<file path="src/verilog/rfs_pkg.sv">
// Shared constants, types and register map of the regulator fault supervisor
package rfs_pkg;

  // ----------
  // Clock and timing
  // ----------
  localparam int unsigned CLK_MHZ         = 250;
  localparam int unsigned TIMER_W         = 24;
  localparam int unsigned CLAMP_LOG_US    = 5000;
  localparam int unsigned HICCUP_OFF_US   = 45000;
  localparam int unsigned PG_DELAY_US     = 1;
  localparam int unsigned CLAMP_LOG_CYC   = CLAMP_LOG_US * CLK_MHZ;
  localparam int unsigned HICCUP_OFF_CYC  = HICCUP_OFF_US * CLK_MHZ;
  localparam int unsigned PG_DELAY_CYC    = PG_DELAY_US * CLK_MHZ;

  // ----------
  // Register offsets
  // ----------
  localparam logic [7:0] ADDR_REBAL       = 8'hB4;
  localparam logic [7:0] ADDR_OC_MODE     = 8'hD2;
  localparam logic [7:0] ADDR_OC_SEL      = 8'hD3;
  localparam logic [7:0] ADDR_SINK_OPT    = 8'hD8;
  localparam logic [7:0] ADDR_FAULT_LOG   = 8'hF9;

  // ----------
  // Field positions and values
  // ----------
  localparam int unsigned OC_MODE_CONT_BIT = 7;
  localparam int unsigned OC_SEL_LSB       = 0;
  localparam int unsigned SINK_SEL_BIT     = 4;
  localparam int unsigned REBAL_GAIN_LSB   = 4;
  localparam logic [3:0]  OC_SEL_MAX       = 4'h9;
  localparam logic [7:0]  REG_ZERO         = 8'h00;

  localparam int unsigned LOG_PHASE_CURRENT_SENSE_SHORT = 0;
  localparam int unsigned LOG_STRAP_BAD    = 1;
  localparam int unsigned LOG_SENSE_OPEN   = 2;
  localparam int unsigned LOG_STAGE_TEMP_SENSE_OPEN  = 3;
  localparam int unsigned LOG_PHASE_FAULT  = 4;
  localparam int unsigned LOG_STAGE_FAULT  = 5;
  localparam int unsigned LOG_OVERCURRENT  = 6;
  localparam int unsigned LOG_OVERVOLTAGE  = 7;

  // ----------
  // Types
  // ----------
  typedef enum logic [2:0] {
    ST_LOCKOUT    = 3'h0,
    ST_INIT_CHECK = 3'h1,
    ST_WAIT_EN    = 3'h2,
    ST_EN_CHECK   = 3'h3,
    ST_RAMP       = 3'h4,
    ST_REGULATE   = 3'h5,
    ST_HICCUP_OFF = 3'h6,
    ST_HALT       = 3'h7
  } rfs_state_type;

  typedef struct packed {
    logic bias_18_ok;
    logic bias_33_ok;
    logic vin_ok;
    logic output_enable_pin;
    logic phase_current_sense_short;
    logic strap_valid;
    logic core_sense_open;
    logic aux_positive_sense_open;
    logic stage_temp_sense_open;
    logic phase_fault;
    logic stage_fault;
    logic stage_temp_sense_low;
    logic stage_hot;
    logic ovp_track;
    logic ovp_umbrella;
    logic below_tolerance;
    logic vid_start_done;
    logic clamp_on;
    logic max_load_current_limit_over;
  } rfs_pin_type;

  typedef struct packed {
    logic [3:0] oc_sel;
    logic       sink_sel;
    logic       continuous_limit_mode;
    logic       flag_en;
    logic [3:0] rebal_gain;
  } rfs_scenario_type;

  typedef struct packed {
    logic [7:0] rebal;
    logic [7:0] oc_mode;
    logic [7:0] oc_sel;
    logic [7:0] sink_opt;
  } rfs_cfg_type;

  localparam rfs_cfg_type CFG_RESET = '{rebal: 8'h00, oc_mode: 8'h00,
                                        oc_sel: 8'h00, sink_opt: 8'h00};

endpackage

</file>
<file path="src/verilog/rfs_fault_supervisor.sv">
// Startup checks, power-good, overcurrent, overvoltage and lockout supervisor
`timescale 1ns/10ps
`default_nettype none

module rfs_fault_supervisor #(
  parameter int unsigned CLAMP_LOG_CYC  = rfs_pkg::CLAMP_LOG_CYC,
  parameter int unsigned HICCUP_OFF_CYC = rfs_pkg::HICCUP_OFF_CYC,
  parameter int unsigned PG_DELAY_CYC   = rfs_pkg::PG_DELAY_CYC
) (
  input  wire logic                      clk_sys,
  input  wire logic                      rst,
  input  wire logic                      ce,
  input  wire rfs_pkg::rfs_pin_type      pins_async,
  input  wire rfs_pkg::rfs_scenario_type scenario,
  input  wire logic [7:0]                reg_addr,
  input  wire logic                      reg_wr,
  input  wire logic                      reg_rd,
  input  wire logic [7:0]                reg_wdata,
  output logic      [7:0]                reg_rdata,
  output logic                           regulate_en,
  output logic                           core_rail_good,
  output logic                           aux_rail_good,
  output logic                           overvoltage_trip,
  output logic                           major_fault_n,
  output logic                           stage_overtemp_warning_n,
  output logic                           overcurrent_clamp_flag,
  output logic                           max_load_current_limit_warning,
  output logic      [3:0]                positive_current_limit,
  output logic                           sinking_current_limit,
  output logic      [3:0]                orthogonal_rebalancing_gain
);

  // ----------
  // Synchronised pins
  // ----------
  rfs_pkg::rfs_pin_type p;
  logic [$bits(rfs_pkg::rfs_pin_type)-1:0] pins_q;

  rfs_sync #(
    .W ($bits(rfs_pkg::rfs_pin_type))
  ) u_sync (
    .clk_sys (clk_sys),
    .rst     (rst),
    .ce      (ce),
    .d_async (pins_async),
    .q       (pins_q)
  );

  assign p = rfs_pkg::rfs_pin_type'(pins_q);

  // ----------
  // State
  // ----------
  rfs_pkg::rfs_state_type state_ff;
  rfs_pkg::rfs_state_type nxt_state;
  rfs_pkg::rfs_cfg_type   cfg_ff;
  rfs_pkg::rfs_cfg_type   nxt_cfg;
  logic [7:0]             log_ff;
  logic [7:0]             nxt_log;
  logic                   ovp_latch_ff;
  logic                   nxt_ovp_latch;
  logic                   fault_latch_ff;
  logic                   nxt_fault_latch;
  logic [7:0]             rdata_ff;
  logic [7:0]             nxt_rdata;
  logic                   regulate_ff;
  logic                   nxt_regulate;
  logic                   core_good_ff;
  logic                   nxt_core_good;
  logic                   aux_good_ff;
  logic                   nxt_aux_good;
  logic                   hot_n_ff;
  logic                   nxt_hot_n;
  logic                   clamp_flag_ff;
  logic                   nxt_clamp_flag;
  logic                   max_load_current_limit_ff;
  logic                   nxt_max_load_current_limit;
  logic [3:0]             pos_lim_ff;
  logic [3:0]             nxt_pos_lim;
  logic                   sink_lim_ff;
  logic                   nxt_sink_lim;
  logic [3:0]             gain_ff;
  logic [3:0]             nxt_gain;

  logic bias_ok;
  logic active;
  logic init_bad;
  logic en_bad;
  logic ovp_hit;
  logic continuous;
  logic clamp_done;
  logic off_done;
  logic pg_done;
  logic [3:0] sel_raw;

  assign bias_ok    = p.bias_18_ok && p.bias_33_ok;
  assign active     = (state_ff == rfs_pkg::ST_RAMP) || (state_ff == rfs_pkg::ST_REGULATE);
  assign init_bad   = p.phase_current_sense_short || !p.strap_valid || p.core_sense_open
                    || p.aux_positive_sense_open;
  assign en_bad     = p.stage_temp_sense_open || p.phase_fault || p.stage_fault;
  assign ovp_hit    = p.ovp_track || p.ovp_umbrella;
  assign continuous = cfg_ff.oc_mode[rfs_pkg::OC_MODE_CONT_BIT];
  assign sel_raw    = cfg_ff.oc_sel[rfs_pkg::OC_SEL_LSB +: 4];

  // ----------
  // Interval timers
  // ----------
  // Clamp time restarts whenever the clamp lets go
  rfs_interval_timer #(
    .W (rfs_pkg::TIMER_W)
  ) u_clamp_timer (
    .clk_sys (clk_sys),
    .rst     (rst),
    .ce      (ce),
    .run     (active && p.clamp_on),
    .limit   (CLAMP_LOG_CYC[rfs_pkg::TIMER_W-1:0]),
    .done    (clamp_done)
  );

  rfs_interval_timer #(
    .W (rfs_pkg::TIMER_W)
  ) u_off_timer (
    .clk_sys (clk_sys),
    .rst     (rst),
    .ce      (ce),
    .run     (state_ff == rfs_pkg::ST_HICCUP_OFF),
    .limit   (HICCUP_OFF_CYC[rfs_pkg::TIMER_W-1:0]),
    .done    (off_done)
  );

  rfs_interval_timer #(
    .W (rfs_pkg::TIMER_W)
  ) u_pg_timer (
    .clk_sys (clk_sys),
    .rst     (rst),
    .ce      (ce),
    .run     ((state_ff == rfs_pkg::ST_RAMP) && p.vid_start_done),
    .limit   (PG_DELAY_CYC[rfs_pkg::TIMER_W-1:0]),
    .done    (pg_done)
  );

  // ----------
  // Sequencer, latches, log and configuration
  // ----------
  always_comb begin
    nxt_state       = state_ff;
    nxt_cfg         = cfg_ff;
    nxt_log         = log_ff;
    nxt_ovp_latch   = ovp_latch_ff;
    nxt_fault_latch = fault_latch_ff;

    // Software writes; the log is read-only
    if (reg_wr) begin
      unique case (reg_addr)
        rfs_pkg::ADDR_REBAL:    nxt_cfg.rebal    = reg_wdata;
        rfs_pkg::ADDR_OC_MODE:  nxt_cfg.oc_mode  = reg_wdata;
        rfs_pkg::ADDR_OC_SEL:   nxt_cfg.oc_sel   = reg_wdata;
        rfs_pkg::ADDR_SINK_OPT: nxt_cfg.sink_opt = reg_wdata;
        default: ;
      endcase
    end

    unique case (state_ff)
      rfs_pkg::ST_LOCKOUT: begin
        // Held while bias is low: reload scenario, drop latches
        nxt_cfg.rebal    = {scenario.rebal_gain, 4'h0};
        nxt_cfg.oc_mode  = {scenario.continuous_limit_mode, 7'h00};
        nxt_cfg.oc_sel   = {3'h0, scenario.sink_sel, scenario.oc_sel};
        nxt_cfg.sink_opt = rfs_pkg::REG_ZERO;
        nxt_log          = rfs_pkg::REG_ZERO;
        nxt_ovp_latch    = 1'b0;
        nxt_fault_latch  = 1'b0;
        if (bias_ok) begin
          nxt_state = rfs_pkg::ST_INIT_CHECK;
        end
      end
      rfs_pkg::ST_INIT_CHECK: begin
        nxt_log[rfs_pkg::LOG_PHASE_CURRENT_SENSE_SHORT] |= p.phase_current_sense_short;
        nxt_log[rfs_pkg::LOG_STRAP_BAD]    |= !p.strap_valid;
        nxt_log[rfs_pkg::LOG_SENSE_OPEN]   |= p.core_sense_open
                                           | p.aux_positive_sense_open;
        if (init_bad) begin
          nxt_fault_latch = 1'b1;
          nxt_state       = rfs_pkg::ST_HALT;
        end else begin
          nxt_state = rfs_pkg::ST_WAIT_EN;
        end
      end
      rfs_pkg::ST_WAIT_EN: begin
        if (p.vin_ok && p.output_enable_pin) begin
          nxt_state = rfs_pkg::ST_EN_CHECK;
        end
      end
      rfs_pkg::ST_EN_CHECK: begin
        nxt_log[rfs_pkg::LOG_STAGE_TEMP_SENSE_OPEN] |= p.stage_temp_sense_open;
        nxt_log[rfs_pkg::LOG_PHASE_FAULT] |= p.phase_fault;
        nxt_log[rfs_pkg::LOG_STAGE_FAULT] |= p.stage_fault;
        if (en_bad) begin
          nxt_fault_latch = 1'b1;
          nxt_state       = rfs_pkg::ST_HALT;
        end else if (!p.vin_ok || !p.output_enable_pin) begin
          nxt_state = rfs_pkg::ST_WAIT_EN;
        end else begin
          nxt_state = rfs_pkg::ST_RAMP;
        end
      end
      rfs_pkg::ST_RAMP: begin
        if (pg_done) begin
          nxt_state = rfs_pkg::ST_REGULATE;
        end
      end
      rfs_pkg::ST_REGULATE: begin
      end
      rfs_pkg::ST_HICCUP_OFF: begin
        if (off_done) begin
          nxt_state = rfs_pkg::ST_RAMP;
        end
      end
      rfs_pkg::ST_HALT: begin
      end
    endcase

    // Run-time protection while powered or waiting out a hiccup
    if (active || (state_ff == rfs_pkg::ST_HICCUP_OFF)) begin
      if (active && clamp_done) begin
        nxt_log[rfs_pkg::LOG_OVERCURRENT] = 1'b1;
      end
      if (ovp_hit) begin
        nxt_log[rfs_pkg::LOG_OVERVOLTAGE] = 1'b1;
        nxt_ovp_latch = 1'b1;
        nxt_state     = rfs_pkg::ST_HALT;
      end else if (active && (p.stage_temp_sense_low || p.stage_fault)) begin
        nxt_log[rfs_pkg::LOG_STAGE_FAULT] = 1'b1;
        nxt_fault_latch = 1'b1;
        nxt_state       = rfs_pkg::ST_HALT;
      end else if (!p.vin_ok || !p.output_enable_pin) begin
        // Input loss keeps the configuration untouched
        nxt_state = rfs_pkg::ST_WAIT_EN;
      end else if (active && clamp_done && !continuous) begin
        nxt_state = rfs_pkg::ST_HICCUP_OFF;
      end
    end

    // Bias loss wins over everything
    if (!bias_ok) begin
      nxt_state = rfs_pkg::ST_LOCKOUT;
    end
  end

  // ----------
  // Output and read-back values
  // ----------
  always_comb begin
    nxt_regulate  = (nxt_state == rfs_pkg::ST_RAMP)
                 || (nxt_state == rfs_pkg::ST_REGULATE);
    // Core good follows the tolerance comparator only, not VID moves; aux good ignores it
    nxt_core_good = (nxt_state == rfs_pkg::ST_REGULATE) && !p.below_tolerance
                 && !nxt_ovp_latch && !nxt_fault_latch;
    nxt_aux_good  = (nxt_state == rfs_pkg::ST_REGULATE)
                 && !nxt_ovp_latch && !nxt_fault_latch;
    nxt_hot_n     = !(bias_ok && p.stage_hot);
    nxt_clamp_flag = scenario.flag_en && active && p.clamp_on;
    nxt_max_load_current_limit    = active && p.max_load_current_limit_over;
    // Codes past the tenth value saturate at the top step
    nxt_pos_lim   = (sel_raw > rfs_pkg::OC_SEL_MAX) ? rfs_pkg::OC_SEL_MAX : sel_raw;
    nxt_sink_lim  = cfg_ff.oc_sel[rfs_pkg::SINK_SEL_BIT];
    nxt_gain      = cfg_ff.rebal[rfs_pkg::REBAL_GAIN_LSB +: 4];

    nxt_rdata = rdata_ff;
    if (reg_rd) begin
      unique case (reg_addr)
        rfs_pkg::ADDR_REBAL:     nxt_rdata = cfg_ff.rebal;
        rfs_pkg::ADDR_OC_MODE:   nxt_rdata = cfg_ff.oc_mode;
        rfs_pkg::ADDR_OC_SEL:    nxt_rdata = cfg_ff.oc_sel;
        rfs_pkg::ADDR_SINK_OPT:  nxt_rdata = cfg_ff.sink_opt;
        rfs_pkg::ADDR_FAULT_LOG: nxt_rdata = log_ff;
        default:                 nxt_rdata = rfs_pkg::REG_ZERO;
      endcase
    end
  end

  // ----------
  // Registers
  // ----------
  always_ff @(posedge clk_sys or posedge rst) begin
    if (rst) begin
      state_ff       <= rfs_pkg::ST_LOCKOUT;
      cfg_ff         <= rfs_pkg::CFG_RESET;
      log_ff         <= rfs_pkg::REG_ZERO;
      ovp_latch_ff   <= 1'b0;
      fault_latch_ff <= 1'b0;
      rdata_ff       <= rfs_pkg::REG_ZERO;
      regulate_ff    <= 1'b0;
      core_good_ff   <= 1'b0;
      aux_good_ff    <= 1'b0;
      hot_n_ff       <= 1'b1;
      clamp_flag_ff  <= 1'b0;
      max_load_current_limit_ff      <= 1'b0;
      pos_lim_ff     <= 4'h0;
      sink_lim_ff    <= 1'b0;
      gain_ff        <= 4'h0;
    end else if (ce) begin
      state_ff       <= nxt_state;
      cfg_ff         <= nxt_cfg;
      log_ff         <= nxt_log;
      ovp_latch_ff   <= nxt_ovp_latch;
      fault_latch_ff <= nxt_fault_latch;
      rdata_ff       <= nxt_rdata;
      regulate_ff    <= nxt_regulate;
      core_good_ff   <= nxt_core_good;
      aux_good_ff    <= nxt_aux_good;
      hot_n_ff       <= nxt_hot_n;
      clamp_flag_ff  <= nxt_clamp_flag;
      max_load_current_limit_ff      <= nxt_max_load_current_limit;
      pos_lim_ff     <= nxt_pos_lim;
      sink_lim_ff    <= nxt_sink_lim;
      gain_ff        <= nxt_gain;
    end
  end

  assign reg_rdata                   = rdata_ff;
  assign regulate_en                 = regulate_ff;
  assign core_rail_good              = core_good_ff;
  assign aux_rail_good               = aux_good_ff;
  assign overvoltage_trip            = ovp_latch_ff;
  assign major_fault_n               = !fault_latch_ff;
  assign stage_overtemp_warning_n    = hot_n_ff;
  assign overcurrent_clamp_flag      = clamp_flag_ff;
  assign max_load_current_limit_warning              = max_load_current_limit_ff;
  assign positive_current_limit      = pos_lim_ff;
  assign sinking_current_limit       = sink_lim_ff;
  assign orthogonal_rebalancing_gain = gain_ff;

endmodule // rfs_fault_supervisor
`default_nettype wire

</file>
<file path="src/verilog/rfs_sync.sv">
// Two-flop synchroniser for a vector of asynchronous pin levels
`timescale 1ns/10ps
`default_nettype none
module rfs_sync #(
  parameter int unsigned W = 1
) (
  input  wire logic         clk_sys,
  input  wire logic         rst,
  input  wire logic         ce,
  input  wire logic [W-1:0] d_async,
  output logic      [W-1:0] q
);
  logic [W-1:0] meta_ff;
  logic [W-1:0] q_ff;

  // First stage is read by the second stage only
  always_ff @(posedge clk_sys or posedge rst) begin
    if (rst) begin
      meta_ff <= '0;
      q_ff    <= '0;
    end else if (ce) begin
      meta_ff <= d_async;
      q_ff    <= meta_ff;
    end
  end

  assign q = q_ff;
endmodule // rfs_sync
`default_nettype wire

</file>
<file path="src/verilog/rfs_interval_timer.sv">
// Cycle counter that flags when a run level has held for a given count
`timescale 1ns/10ps
`default_nettype none
module rfs_interval_timer #(
  parameter int unsigned W = 24
) (
  input  wire logic         clk_sys,
  input  wire logic         rst,
  input  wire logic         ce,
  input  wire logic         run,
  input  wire logic [W-1:0] limit,
  output logic              done
);
  logic [W-1:0] count_ff;
  logic [W-1:0] nxt_count;
  logic         done_ff;
  logic         nxt_done;

  // Restarts from zero whenever run drops, saturates at the limit
  always_comb begin
    nxt_count = count_ff;
    if (!run) begin
      nxt_count = '0;
    end else if (count_ff < limit) begin
      nxt_count = count_ff + {{(W-1){1'b0}}, 1'b1};
    end
    nxt_done = run && (nxt_count == limit);
  end

  always_ff @(posedge clk_sys or posedge rst) begin
    if (rst) begin
      count_ff <= '0;
      done_ff  <= 1'b0;
    end else if (ce) begin
      count_ff <= nxt_count;
      done_ff  <= nxt_done;
    end
  end

  assign done = done_ff;
endmodule // rfs_interval_timer
`default_nettype wire

</file>
<file path="config.mk">
export PLATFORM = sky130hd
export DESIGN_NAME = rfs_fault_supervisor
export DESIGN_NICKNAME = d
export VERILOG_FILES = /design/src/verilog/rfs_pkg.sv /design/src/verilog/rfs_fault_supervisor.sv /design/src/verilog/rfs_sync.sv /design/src/verilog/rfs_interval_timer.sv
export SDC_FILE = /design/constraint.sdc
export NUM_CORES = 1
export LEC_CHECK = 0
export BUFFER_PORTS_ARGS = -buffer_cell sky130_fd_sc_hd__buf_2
export CORE_ASPECT_RATIO = 0.7
export CORE_MARGIN = 2
export CORE_UTILIZATION = 32
export DETAILED_ROUTE_END_ITERATION = 7
export MAX_ROUTING_LAYER = met4
export SETUP_SLACK_MARGIN = 0.2
export SYNTH_ARGS = -nofsm -noshare
export SYNTH_HDL_FRONTEND = slang
export SYNTH_SLANG_ARGS = --single-unit
</file>
<file path="constraint.sdc">
create_clock -name clk_sys -period 6 [get_ports clk_sys]
set_input_delay 0.9 -clock clk_sys [delete_from_list [all_inputs] [get_ports clk_sys]]
set_output_delay 0.9 -clock clk_sys [all_outputs]
set_load 0.05 [all_outputs]
</file>
==> summary.txt, run 1 <==
Clock network
  • Hold Buf Count CTS: 0
  • H-tree levels: 4
  • Post-cts resize count: 0
  • Deepest clock path buffer count: 2
  • Postcts setup bufs: 0
  • CTS root buf: clkbuf_16
  • Worst-skew pair later-pin latency: 0.44 ns
  • Worst-path clk slew: 0.07 ns
  • Total CTS buffers: 17
  • TritonCTS clock tree: done
  • CTS sink cnt: 181

Floorplanning
  • Core Box Area: 27,900 um2
  • Io pins: 76
  • Chip width: 206 um
  • Die Y-Extent: around 150 um
  • Die ar.: approximately 30,000 um2
  • Rows: between 50 and 60
  • Starting density of the core: 0.327

Logic synthesis
  • Post-synth cell types: between 70 and 80
  • Share of the synthesized area in the top cell type: 0.493
  • Seq/Total Area, Yosys: 0.495
  • Yosys reg bits: 181
  • YS warnings: 0
  • Area leader, netlist: dfrtp_1
  • Synth async-reset ratio: 1.00
  • Syn_nets: 1,001
  • Average cell area after synthesis: 9.66 um2
  • Cells after synthesis: about 950
  • Synth Flop Type: dfrtp_1
  • EDFF count, synth: 0
  • Leading post-synthesis cells by cell area: dfrtp_1 49%, mux2_2 6.9%, o21ai_0 5.8%, nand2_1 4.9%, nor2_1 2.8%
  • Syn Std Cell Area: 9140 um2

Route
  • DRC viols: 0
  • WL met1: 12.4 mm
  • Top sig layer: met4
  • Routed len/inst: about 17 um
  • Vias per std cell: 5.39
  • DR pass1 iterations: 6
  • DRT antenna net count: 0
  • Met3 routed WL: roughly 1.4 mm
  • Wire length on met2: just over 9 mm
  • DR vias: 7,420
  • Number of DRC markers in iteration 0: 659
  • Final wirelength: 23.2 mm

Layout
  • Final #Nets: 1,047
  • Most common cell after layout, fill and taps aside: dfrtp_1
  • Post-Route Utilization: 0.371
  • Area grow syn2layout: 13.5%
  • Fill cells: 2,839
  • Most frequent cells in the layout: 180 x dfrtp_1, 120 x nand2_1, 106 x o21ai_0
  • Final instance area: 10,400 um2
  • Layout cells sized above 1: 0.190
  • ANT cells: 0

Run status
  • Status: finished clean

Pwr
  • Sequential group share of total power: 0.474
  • Switch Pwr: 1.04 mW
  • Sw frac: 0.325
  • Combinational power share: 0.187
  • Clk network pwr share: 0.340
  • Power per cell area: 309 nW/um2
  • Internal Dissipation: 2.16 mW
  • LEAKAGE: 4.50 nW
  • Overall power: 3.21 mW
  • Worst vdd ir: 0.000227 V

Setup path
  • Worst r2r dst: u_off_timer.done$_DFFE_PP0P_
  • Worst path max stage delay: between 0.7 and 0.8 ns
  • Worst R2R Setup Slack: 2.82 ns
  • Worst path most repeated cell: nor2_1
  • Worst endpoint data arrival time: ~3.8 ns
  • Crit-path max FO: 63
  • CP Cell Sequence: buf_4 -> inv_1 -> nor2_1 -> nand2_1 -> nor2_1 -> a21oi_1 -> nor2_1 -> mux2_2
  • CP max stage cell: nor2_1
  • Worst Setup End Kind: register
  • Worst r2r path cells: 7
  • RR Startpoint: state_ff[2]$_DFFE_PP0P_
  • Critical Path RT: 6.33 ns
  • Crit start category: primary input
  • Critical path class: in2reg

Timing
  • Worst setup margin: around 2.6 ns
  • Max_slew headroom: 0.204
  • Final slew viol count: 0
  • Slew @ Worst Pin: 1.18 ns
  • Setup TNS: 0 ns
  • Fmax: slightly below 0.3 GHz
  • Period utilization: 0.575
  • Final hold vios: 0
  • Unrepaired setup endpoints after global routing: no
  • Minimum clock period: 3.45 ns
  • Endpoints failing setup: 0
  • Clock Skew: 0.00835 ns

Worst hold path
  • Hold path start: u_sync.q[6]$_DFFE_PP0P_
  • Hold crit path type: reg2reg
  • Endpoint, Worst Hold: stage_overtemp_warning_n$_DFFE_PP1P_
  • WHS Path Cells: 1

GRT
  • Pin count of the biggest net entering global routing: 94
  • Total GRT Usage: 0.164
  • GRT overflow: 0
  • Vias in the first global route: 6,912
  • Initial antenna violation count: 0
  • First-pass GRT wire length: 38.1 mm

Placed design
  • Gpl congestion: 0.878
  • PortBufs: 75
  • Placement Cell Area: 9820 um2
  • Dpl hpwl: about 16 mm
  • Dpl ws: 2.12 ns

Job
  • Maxcap violations: 0
-- critical path: cells and delay by family --
family          cells  cell delay (ns)
mux                 1             0.41
buf+inv             2             0.66
simple gates        4             1.52
compound gates      1             0.26
-- layout make-up --
| type | instances | area (um2) | share of cell area |
|---|---|---|---|
| well taps | 371 | 464 | 0.0447 |
| repair buffers | 81 | 435 | 0.0420 |
| clock inverters | 13 | 123 | 0.0118 |
| multi-input cells | 688 | 4300 | 0.414 |
| clock buffers | 19 | 433 | 0.0417 |
| inverters | 24 | 93.8 | 0.00904 |
| flip-flops and latches | 181 | 4530 | 0.437 |
-- power groups by stage --
stage | clock [mW] | combinational (mW) | sequential (mW)
floorplan | 0 | 0.342 | 1.60
global placement | 0 | 0.594 | 1.54
detailed placement | 0 | 0.603 | 1.54
CTS | 1.11 | 0.603 | 1.52
global route | 1.17 | 0.659 | 1.54
finish | 1.09 | 0.598 | 1.52
-- worst max-delay path by stage --
stage,cells past startpoint,end,startpoint
after floorplan,1,aux_rail_good$_DFFE_PP0P_,rst
final,8,cfg_ff[13]$_DFFE_PP0P_,ce
after global placement,8,cfg_ff[13]$_DFFE_PP0P_,ce
after detailed placement,8,cfg_ff[13]$_DFFE_PP0P_,ce
after global routing,8,cfg_ff[14]$_DFFE_PP0P_,ce
after CTS,8,cfg_ff[13]$_DFFE_PP0P_,ce
-- synth_stat cells, types with 9 or more instances --
master    count
dfrtp_1     180
nand2_1     120
o21ai_0     106
nor2_1       69
mux2_2       56
a21oi_1      42
clkbuf_1     32
nand3_1      25
inv_1        24
and2_1       23
o31ai_1      20
nor3_1       19
a31oi_1      16
and3_1       15
a22o_1       13
mux2i_1      13
nand4_1      12
buf_2        10
xnor2_1      10
a221oi_1      9
-- flip-flops by register name, indices dropped and copies added, names as in the netlist, 4 cells and up --
signal,count
u_clamp_timer.count_ff,24
cfg_ff,32
positive_current_limit,4
u_sync.meta_ff,19
orthogonal_rebalancing_gain,4
log_ff,8
u_pg_timer.count_ff,24
u_off_timer.count_ff,24
reg_rdata,8
u_sync.q,19
-- cells by family after synthesis --
family	after synthesis	share of synthesized area
AOI/OAI and AO/OA	262	0.184
buffers and inverters	78	0.0353
xor gates and xnor gates	15	0.0144
muxes	69	0.0832
and+or+nand+nor	339	0.183
DFF	181	0.495
adders and majority gates	3	0.00411
-- metal layers --
| layer | track usage | up-vias |
|---|---|---|
| li1 | - | 3538 |
| met1 | 0.259 | 3628 |
| met2 | 0.207 | 234 |
| met3 | 0.0363 | 20 |
| met4 | 0.0379 | 0 |
| met5 | - | - |
-- through the flow --
| step | instances | hold WS [ns] |
|---|---|---|
| after CTS | 1377 | 0.420 |
| after detailed placement | 1345 | 0.418 |
| after global routing | 1377 | 0.454 |
| after floorplan | 947 | 0.379 |
| after global placement | 1345 | 0.407 |
| final | 1377 | 0.417 |
(Power assumes the default switching activity.)
==> inputs of run 2 (changes only) <==
clock period = 3.1 ns   (was 6 ns; I/O delays follow)
==> summary.txt, run 2 (same netlist as run 1, synthesis figures left out) <==
Clock network
  • Worst-skew pair later-pin latency: 0.44 ns
  • Worst-path clk slew: 0.08 ns
  • Deepest clock path buffer count: 2
  • CTS sink cnt: 181
  • TritonCTS clock tree: done
  • Postcts setup bufs: 0
  • CTS root buf: clkbuf_16
  • H-tree levels: 4
  • Total CTS buffers: 17

Layout
  • Reg with most FFs: cfg_ff
  • ANT cells: 0
  • Final instance area: 10,600 um2
  • Layout cells sized above 1: 0.207
  • Final #Nets: about 1,100
  • Max reg flops: 32
  • Most common cell after layout, fill and taps aside: dfrtp_1
  • Most frequent cells in the layout: 180 x dfrtp_1, 120 x nand2_1, 106 x o21ai_0
  • Area grow syn2layout: 15.7%

Route
  • Vias per std cell: 5.33
  • DR vias: 7,435
  • DRC viols: 0
  • Final wirelength: around 23 mm
  • DR pass1 iterations: 5
  • Number of DRC markers in iteration 0: 731
  • DRT antenna net count: 0
  • Routed len/inst: around 17 um

Setup path
  • Critical Path RT: 3.44 ns
  • Critical path class: reg2reg
  • Worst endpoint data arrival time: around 3.0 ns
  • Crit start category: register
  • Worst Setup End Kind: register
  • Crit-path max FO: 14

Placed design
  • PortBufs: 75
  • Dpl ws: 0.408 ns
  • Dpl hpwl: between 15 and 20 mm
  • Placement Cell Area: 9950 um2
  • Gpl congestion: slightly above 0.9

Pwr
  • Power per cell area: 597 nW/um2
  • Sequential group share of total power: 0.464
  • Worst vdd ir: 0.000402 V
  • Combinational power share: 0.187
  • Switch Pwr: 2.06 mW
  • LEAKAGE: around 4.6 nW
  • Clk network pwr share: 0.349
  • Sw frac: 0.326
  • Internal Dissipation: 4.26 mW

GRT
  • Pin count of the biggest net entering global routing: 181
  • GRT overflow: 0
  • Vias in the first global route: 6,747
  • First-pass GRT wire length: approximately 38 mm
  • Initial antenna violation count: 0
  • Total GRT Usage: 0.162

Floorplanning
  • Io pins: 76
  • Chip width: ~210 um
  • Starting density of the core: 0.327
  • Die ar.: between 20,000 and 30,000 um2
  • Die Y-Extent: 145 um
  • Core Box Area: about 28,000 um2
  • Rows: 51

Run status
  • Status: finished clean

Timing
  • Max_slew headroom: 0.305
  • Clock Skew: ~0.011 ns
  • Fmax: between 0.3 and 0.4 GHz
  • Final hold vios: 0
  • Worst setup margin: 0.430 ns
  • Minimum clock period: around 2.7 ns
  • Unrepaired setup endpoints after global routing: no
  • Setup TNS: 0 ns
  • Endpoints failing setup: 0
  • Slew @ Worst Pin: 1.04 ns
  • Worst hold slack: 0.247 ns
  • Final slew viol count: 0
  • Period utilization: 0.861

Job
  • Maxcap violations: 0

Worst hold path
  • Hold crit path type: in2reg
## run 2: what timing repair did
item | 4_1_cts | 5_1_grt
endpoints found under the hold margin | 1 | 0
setup endpoints to repair | 0 | 1
hold buffers | 1 | 0
gates resized for setup | 0 | 2
## run 2: final timing paths
check / from / endpoint / slack (ns) / cells past startpoint
max: u_off_timer.count_ff[13]$_DFFE_PP0P_ / u_off_timer.done$_DFFE_PP0P_ / 0.43 / 8
min: pins_async[5] / u_sync.meta_ff[5]$_DFFE_PP0P_ / 0.25 / 2
max reg2reg: u_off_timer.count_ff[13]$_DFFE_PP0P_ / u_off_timer.done$_DFFE_PP0P_ / 0.43 / 8
min reg2reg: u_sync.q[6]$_DFFE_PP0P_ / stage_overtemp_warning_n$_DFFE_PP1P_ / 0.42 / 1
max in group asynchronous: rst / u_off_timer.count_ff[9]$_DFFE_PP0P_ / 1.44 / 4
min in group asynchronous: rst / u_sync.meta_ff[11]$_DFFE_PP0P_ / 0.45 / 3
## run 2: cell type report
| type | count | area (um2) |
|---|---|---|
| clock buffers | 18 | 439 |
| clock inverters | 14 | 161 |
| fillers | 2786 | 17400 |
| inverters | 24 | 93.8 |
| multi-input cells | 688 | 4310 |
| flip-flops and latches | 181 | 4530 |
| well taps | 371 | 464 |
| repair buffers | 100 | 581 |
## run 2: routing by layer
metal | global-route usage | vias up | part of all wire
li1 | - | 3568 | -
met1 | 0.257 | 3645 | 0.54
met2 | 0.204 | 202 | 0.40
met3 | 0.0390 | 20 | 0.057
met4 | 0.0286 | 0 | 0.0070
met5 | - | - | 0
## run 2: power by group through the flow
| stage | Combinational [mW] | Clock (mW) | Sequential, mW |
|---|---|---|---|
| after floorplan | 0.662 | 0 | 3.10 |
| after CTS | 1.19 | 2.27 | 2.93 |
| final | 1.18 | 2.20 | 2.93 |
| after detailed placement | 1.19 | 0 | 2.97 |
| after global routing | 1.31 | 2.35 | 2.97 |
| after global placement | 1.17 | 0 | 2.97 |
## run 2: metrics by stage
stage,instances,total power [mW],utilization
6_report,1396,6.32,0.379
5_1_grt,1396,6.64,0.379
4_1_cts,1396,6.39,0.378
3_5_place_dp,1363,4.16,0.356
3_3_place_gp,1363,4.14,0.356
2_1_floorplan,947,3.76,-
## run 2: critical path, stage by stage (launching register included)
cell,delay (ns)
dfrtp_1,0.55
a21oi_1,0.11
o21ai_0,0.36
o221a_4,0.37
a21oi_1,0.05
or3b_1,0.37
a2111oi_2,0.36
nand4b_1,0.17
o32ai_2,0.23
==> inputs of run 3 (changes only) <==
BUFFER_PORTS_ARGS = unset   (was -buffer_cell sky130_fd_sc_hd__buf_2)
DONT_BUFFER_PORTS = 1   (was unset)
GPL_TIMING_DRIVEN = 0   (was unset)
SYNTH_HIERARCHICAL = 1   (was unset)
==> summary.txt, run 3 <==
Floorplanning
  • Rows: 63
  • Die ar.: ~44,000 um2
  • Chip width: 251 um
  • Die Y-Extent: 177 um
  • Io pins: 76
  • Core Box Area: 42,300 um2
  • Starting density of the core: 0.323

Timing
  • Setup TNS: -0.853 ns
  • Clock Skew: 0.0108 ns
  • Final hold vios: 0
  • Worst setup margin: -0.410 ns
  • Worst hold slack: 0.0277 ns
  • Slew @ Worst Pin: 1.16 ns
  • Unrepaired setup endpoints after global routing: yes
  • Max_slew headroom: 0.225
  • Minimum clock period: roughly 3.5 ns
  • Endpoints failing setup: 3
  • Fmax: ~0.28 GHz
  • Final slew viol count: 0
  • Period utilization: 1.13

Setup path
  • Crit start category: register
  • RR Startpoint: u_pg_timer/count_ff[21]$_DFFE_PP0P_
  • Worst Setup End Kind: register
  • Crit-path max FO: 5
  • Worst endpoint data arrival time: 3.87 ns
  • Critical path class: reg2reg
  • Critical Path RT: 3.46 ns
  • Setup crit start: u_pg_timer/count_ff[21]$_DFFE_PP0P_

Layout
  • Most common cell after layout, fill and taps aside: nand2_1
  • Sequential cell area: 4560 um2
  • Max reg flops: 32
  • Most frequent cells in the layout: 196 x nand2_1, 171 x conb_1, 157 x dfrtp_1
  • Final #Nets: just under 2,000
  • Fill cells: 4,208
  • Layout cells sized above 1: 0.214
  • Multi-input logic area: 9890 um2
  • Area grow syn2layout: 25.9%
  • Post-Route Utilization: 0.407
  • Reg with most FFs: cfg_ff
  • Final instance area: 17,200 um2

Logic synthesis
  • Average cell area after synthesis: 8.81 um2
  • Synth Flop Type: dfrtp_1
  • YS warnings: 6
  • Share of the synthesized area in the top cell type: 0.330
  • List of most frequent post-synthesis cells: 210 x nand2_1, 180 x dfrtp_1, 114 x inv_1
  • Leading post-synthesis cells by cell area: dfrtp_1 33%, ha_1 6.6%, nand2_1 5.8%, mux2_2 3.8%, o21ai_0 3.7%
  • Cells after synthesis: 1,550
  • Syn Std Cell Area: between 10,000 and 15,000 um2
  • Yosys reg bits: roughly 180
  • Most common cell in the netlist: nand2_1
  • Post-synth cell types: 82
  • Synth async-reset ratio: 1.00
  • Area leader, netlist: dfrtp_1
  • EDFF count, synth: 0
  • Seq/Total Area, Yosys: 0.332

Placed design
  • Dpl hpwl: 31.8 mm
  • PortBufs: 0
  • Gpl congestion: ~0.94
  • Placement Cell Area: 15,200 um2
  • Dpl ws: -1.55 ns

GRT
  • Vias in the first global route: 12,100
  • Pin count of the biggest net entering global routing: 69
  • First-pass GRT wire length: around 70 mm
  • Total GRT Usage: 0.203
  • Initial antenna violation count: 4
  • GRT overflow: 0

Pwr
  • Sw frac: 0.354
  • Clk network pwr share: 0.335
  • LEAKAGE: 7.23 nW
  • Sequential group share of total power: 0.475
  • Worst vdd ir: 0.000392 V
  • Power per cell area: roughly 400 nW/um2
  • Internal Dissipation: 4.41 mW
  • Combinational power share: 0.189
  • Switch Pwr: 2.42 mW

Route
  • Number of DRC markers in iteration 0: ~1,100
  • DRT antenna net count: 0
  • DRC viols: 0
  • Vias per std cell: between 5 and 6
  • Final wirelength: 43.6 mm
  • DR pass1 iterations: 6
  • Routed len/inst: 18.3 um
  • DR vias: 12,700

Clock network
  • CTS sink cnt: about 180
  • Worst-skew pair later-pin latency: 0.46 ns
  • TritonCTS clock tree: done
  • Hold Buf Count CTS: 0
  • H-tree levels: 4
  • CTS root buf: clkbuf_16
  • Worst-path clk slew: 0.08 ns
  • Total CTS buffers: 17
  • Deepest clock path buffer count: 2

Run status
  • Status: complete, but fails checks
  • Failing checks: negative setup slack

Job
  • Maxcap violations: 0

Worst hold path
  • Hold crit path type: in2async
==> run 3: cell count changes after synthesis, sizes merged, moves of 29 or more <==
| cell | before | now |
|---|---|---|
| nand2 | 120 | 210 |
| inv | 24 | 115 |
| nor3 | 21 | 55 |
| ha | 3 | 72 |
| xnor2 | 10 | 51 |
| nor4 | 8 | 37 |
==> run 3: cell type report <==
cell class / count / area share
antenna: 3 / 0.000437
buffer: 66 / 0.0255
clock buffer: 18 / 0.0250
clock inverter: 14 / 0.0103
inverter: 115 / 0.0252
multi-input combinational: 1357 / 0.575
sequential: 181 / 0.265
tap: 552 / 0.0402
timing repair buffer: 74 / 0.0332
==> run 3: per-stage QoR <==
stage	std cells	power, mW
finish	2380	6.82
floorplan	1719	4.15
detailed placement	2271	4.51
global placement	2271	4.47
global route	2380	7.18
CTS	2343	6.86
==> run 3: final timing paths <==
check	endpoint	slack, ns	cells past startpoint
min in group clk_sys	u_sync/meta_ff[3]$_DFFE_PP0P_	0.15	1
hold / removal	u_sync/q[0]$_DFFE_PP0P_	0.03	1
max in group asynchronous	u_off_timer/count_ff[14]$_DFFE_PP0P_	2.13	1
hold reg to reg	log_ff[7]$_DFFE_PP0P_	0.49	2
setup reg to reg	u_pg_timer/done$_DFFE_PP0P_	-0.41	11
setup / recovery	u_pg_timer/done$_DFFE_PP0P_	-0.41	11
==> run 3: per-layer routing <==
metal	global-route usage	wire length, um	vias up
met4	0.0551	715	0
met5	-	0	-
met2	0.284	18300	455
met1	0.296	21400	6178
met3	0.0410	3210	46
li1	-	-	6025
==> run 3: repair_timing <==
| item | 4_1_cts | 5_1_grt |
|---|---|---|
| buffers inserted | 40 | 34 |
| gates resized for setup | 121 | 99 |
| pin swaps | 32 | 53 |
| endpoints found under the setup margin | 65 | 36 |
==> run 3: cells by family after synthesis <==
kind of cell,after synthesis,share of synthesized area
AO/OA/AOI/OAI,362,0.187
flip-flops,181,0.332
other,2,0.000550
multiplexers,99,0.0843
XOR/XNOR,75,0.0511
AND/OR/NAND/NOR,578,0.226
buffers and inverters,181,0.0528
adder cells (fa/ha/maj),72,0.0659
==> run 3: worst max-delay path: stages (launching register included) <==
cell and delay [ns]:
dfrtp_1 0.37, ha_1 0.25, a21o_1 0.16, a21o_1 0.17, a2111oi_4 0.41, nand3_4 0.19, buf_4 0.20, or3_1 0.40
xnor2_1 0.21, a2111oi_0 0.53, nand4_1 0.24, o32ai_2 0.29
==> run 3: power by group through the flow <==
| stage | sequential, mW | combinational, mW | clock [mW] |
|---|---|---|---|
| floorplan | 3.19 | 0.962 | 0 |
| global placement | 3.28 | 1.19 | 0 |
| detailed placement | 3.29 | 1.22 | 0 |
| CTS | 3.24 | 1.26 | 2.36 |
| global route | 3.29 | 1.43 | 2.46 |
| finish | 3.24 | 1.29 | 2.29 |
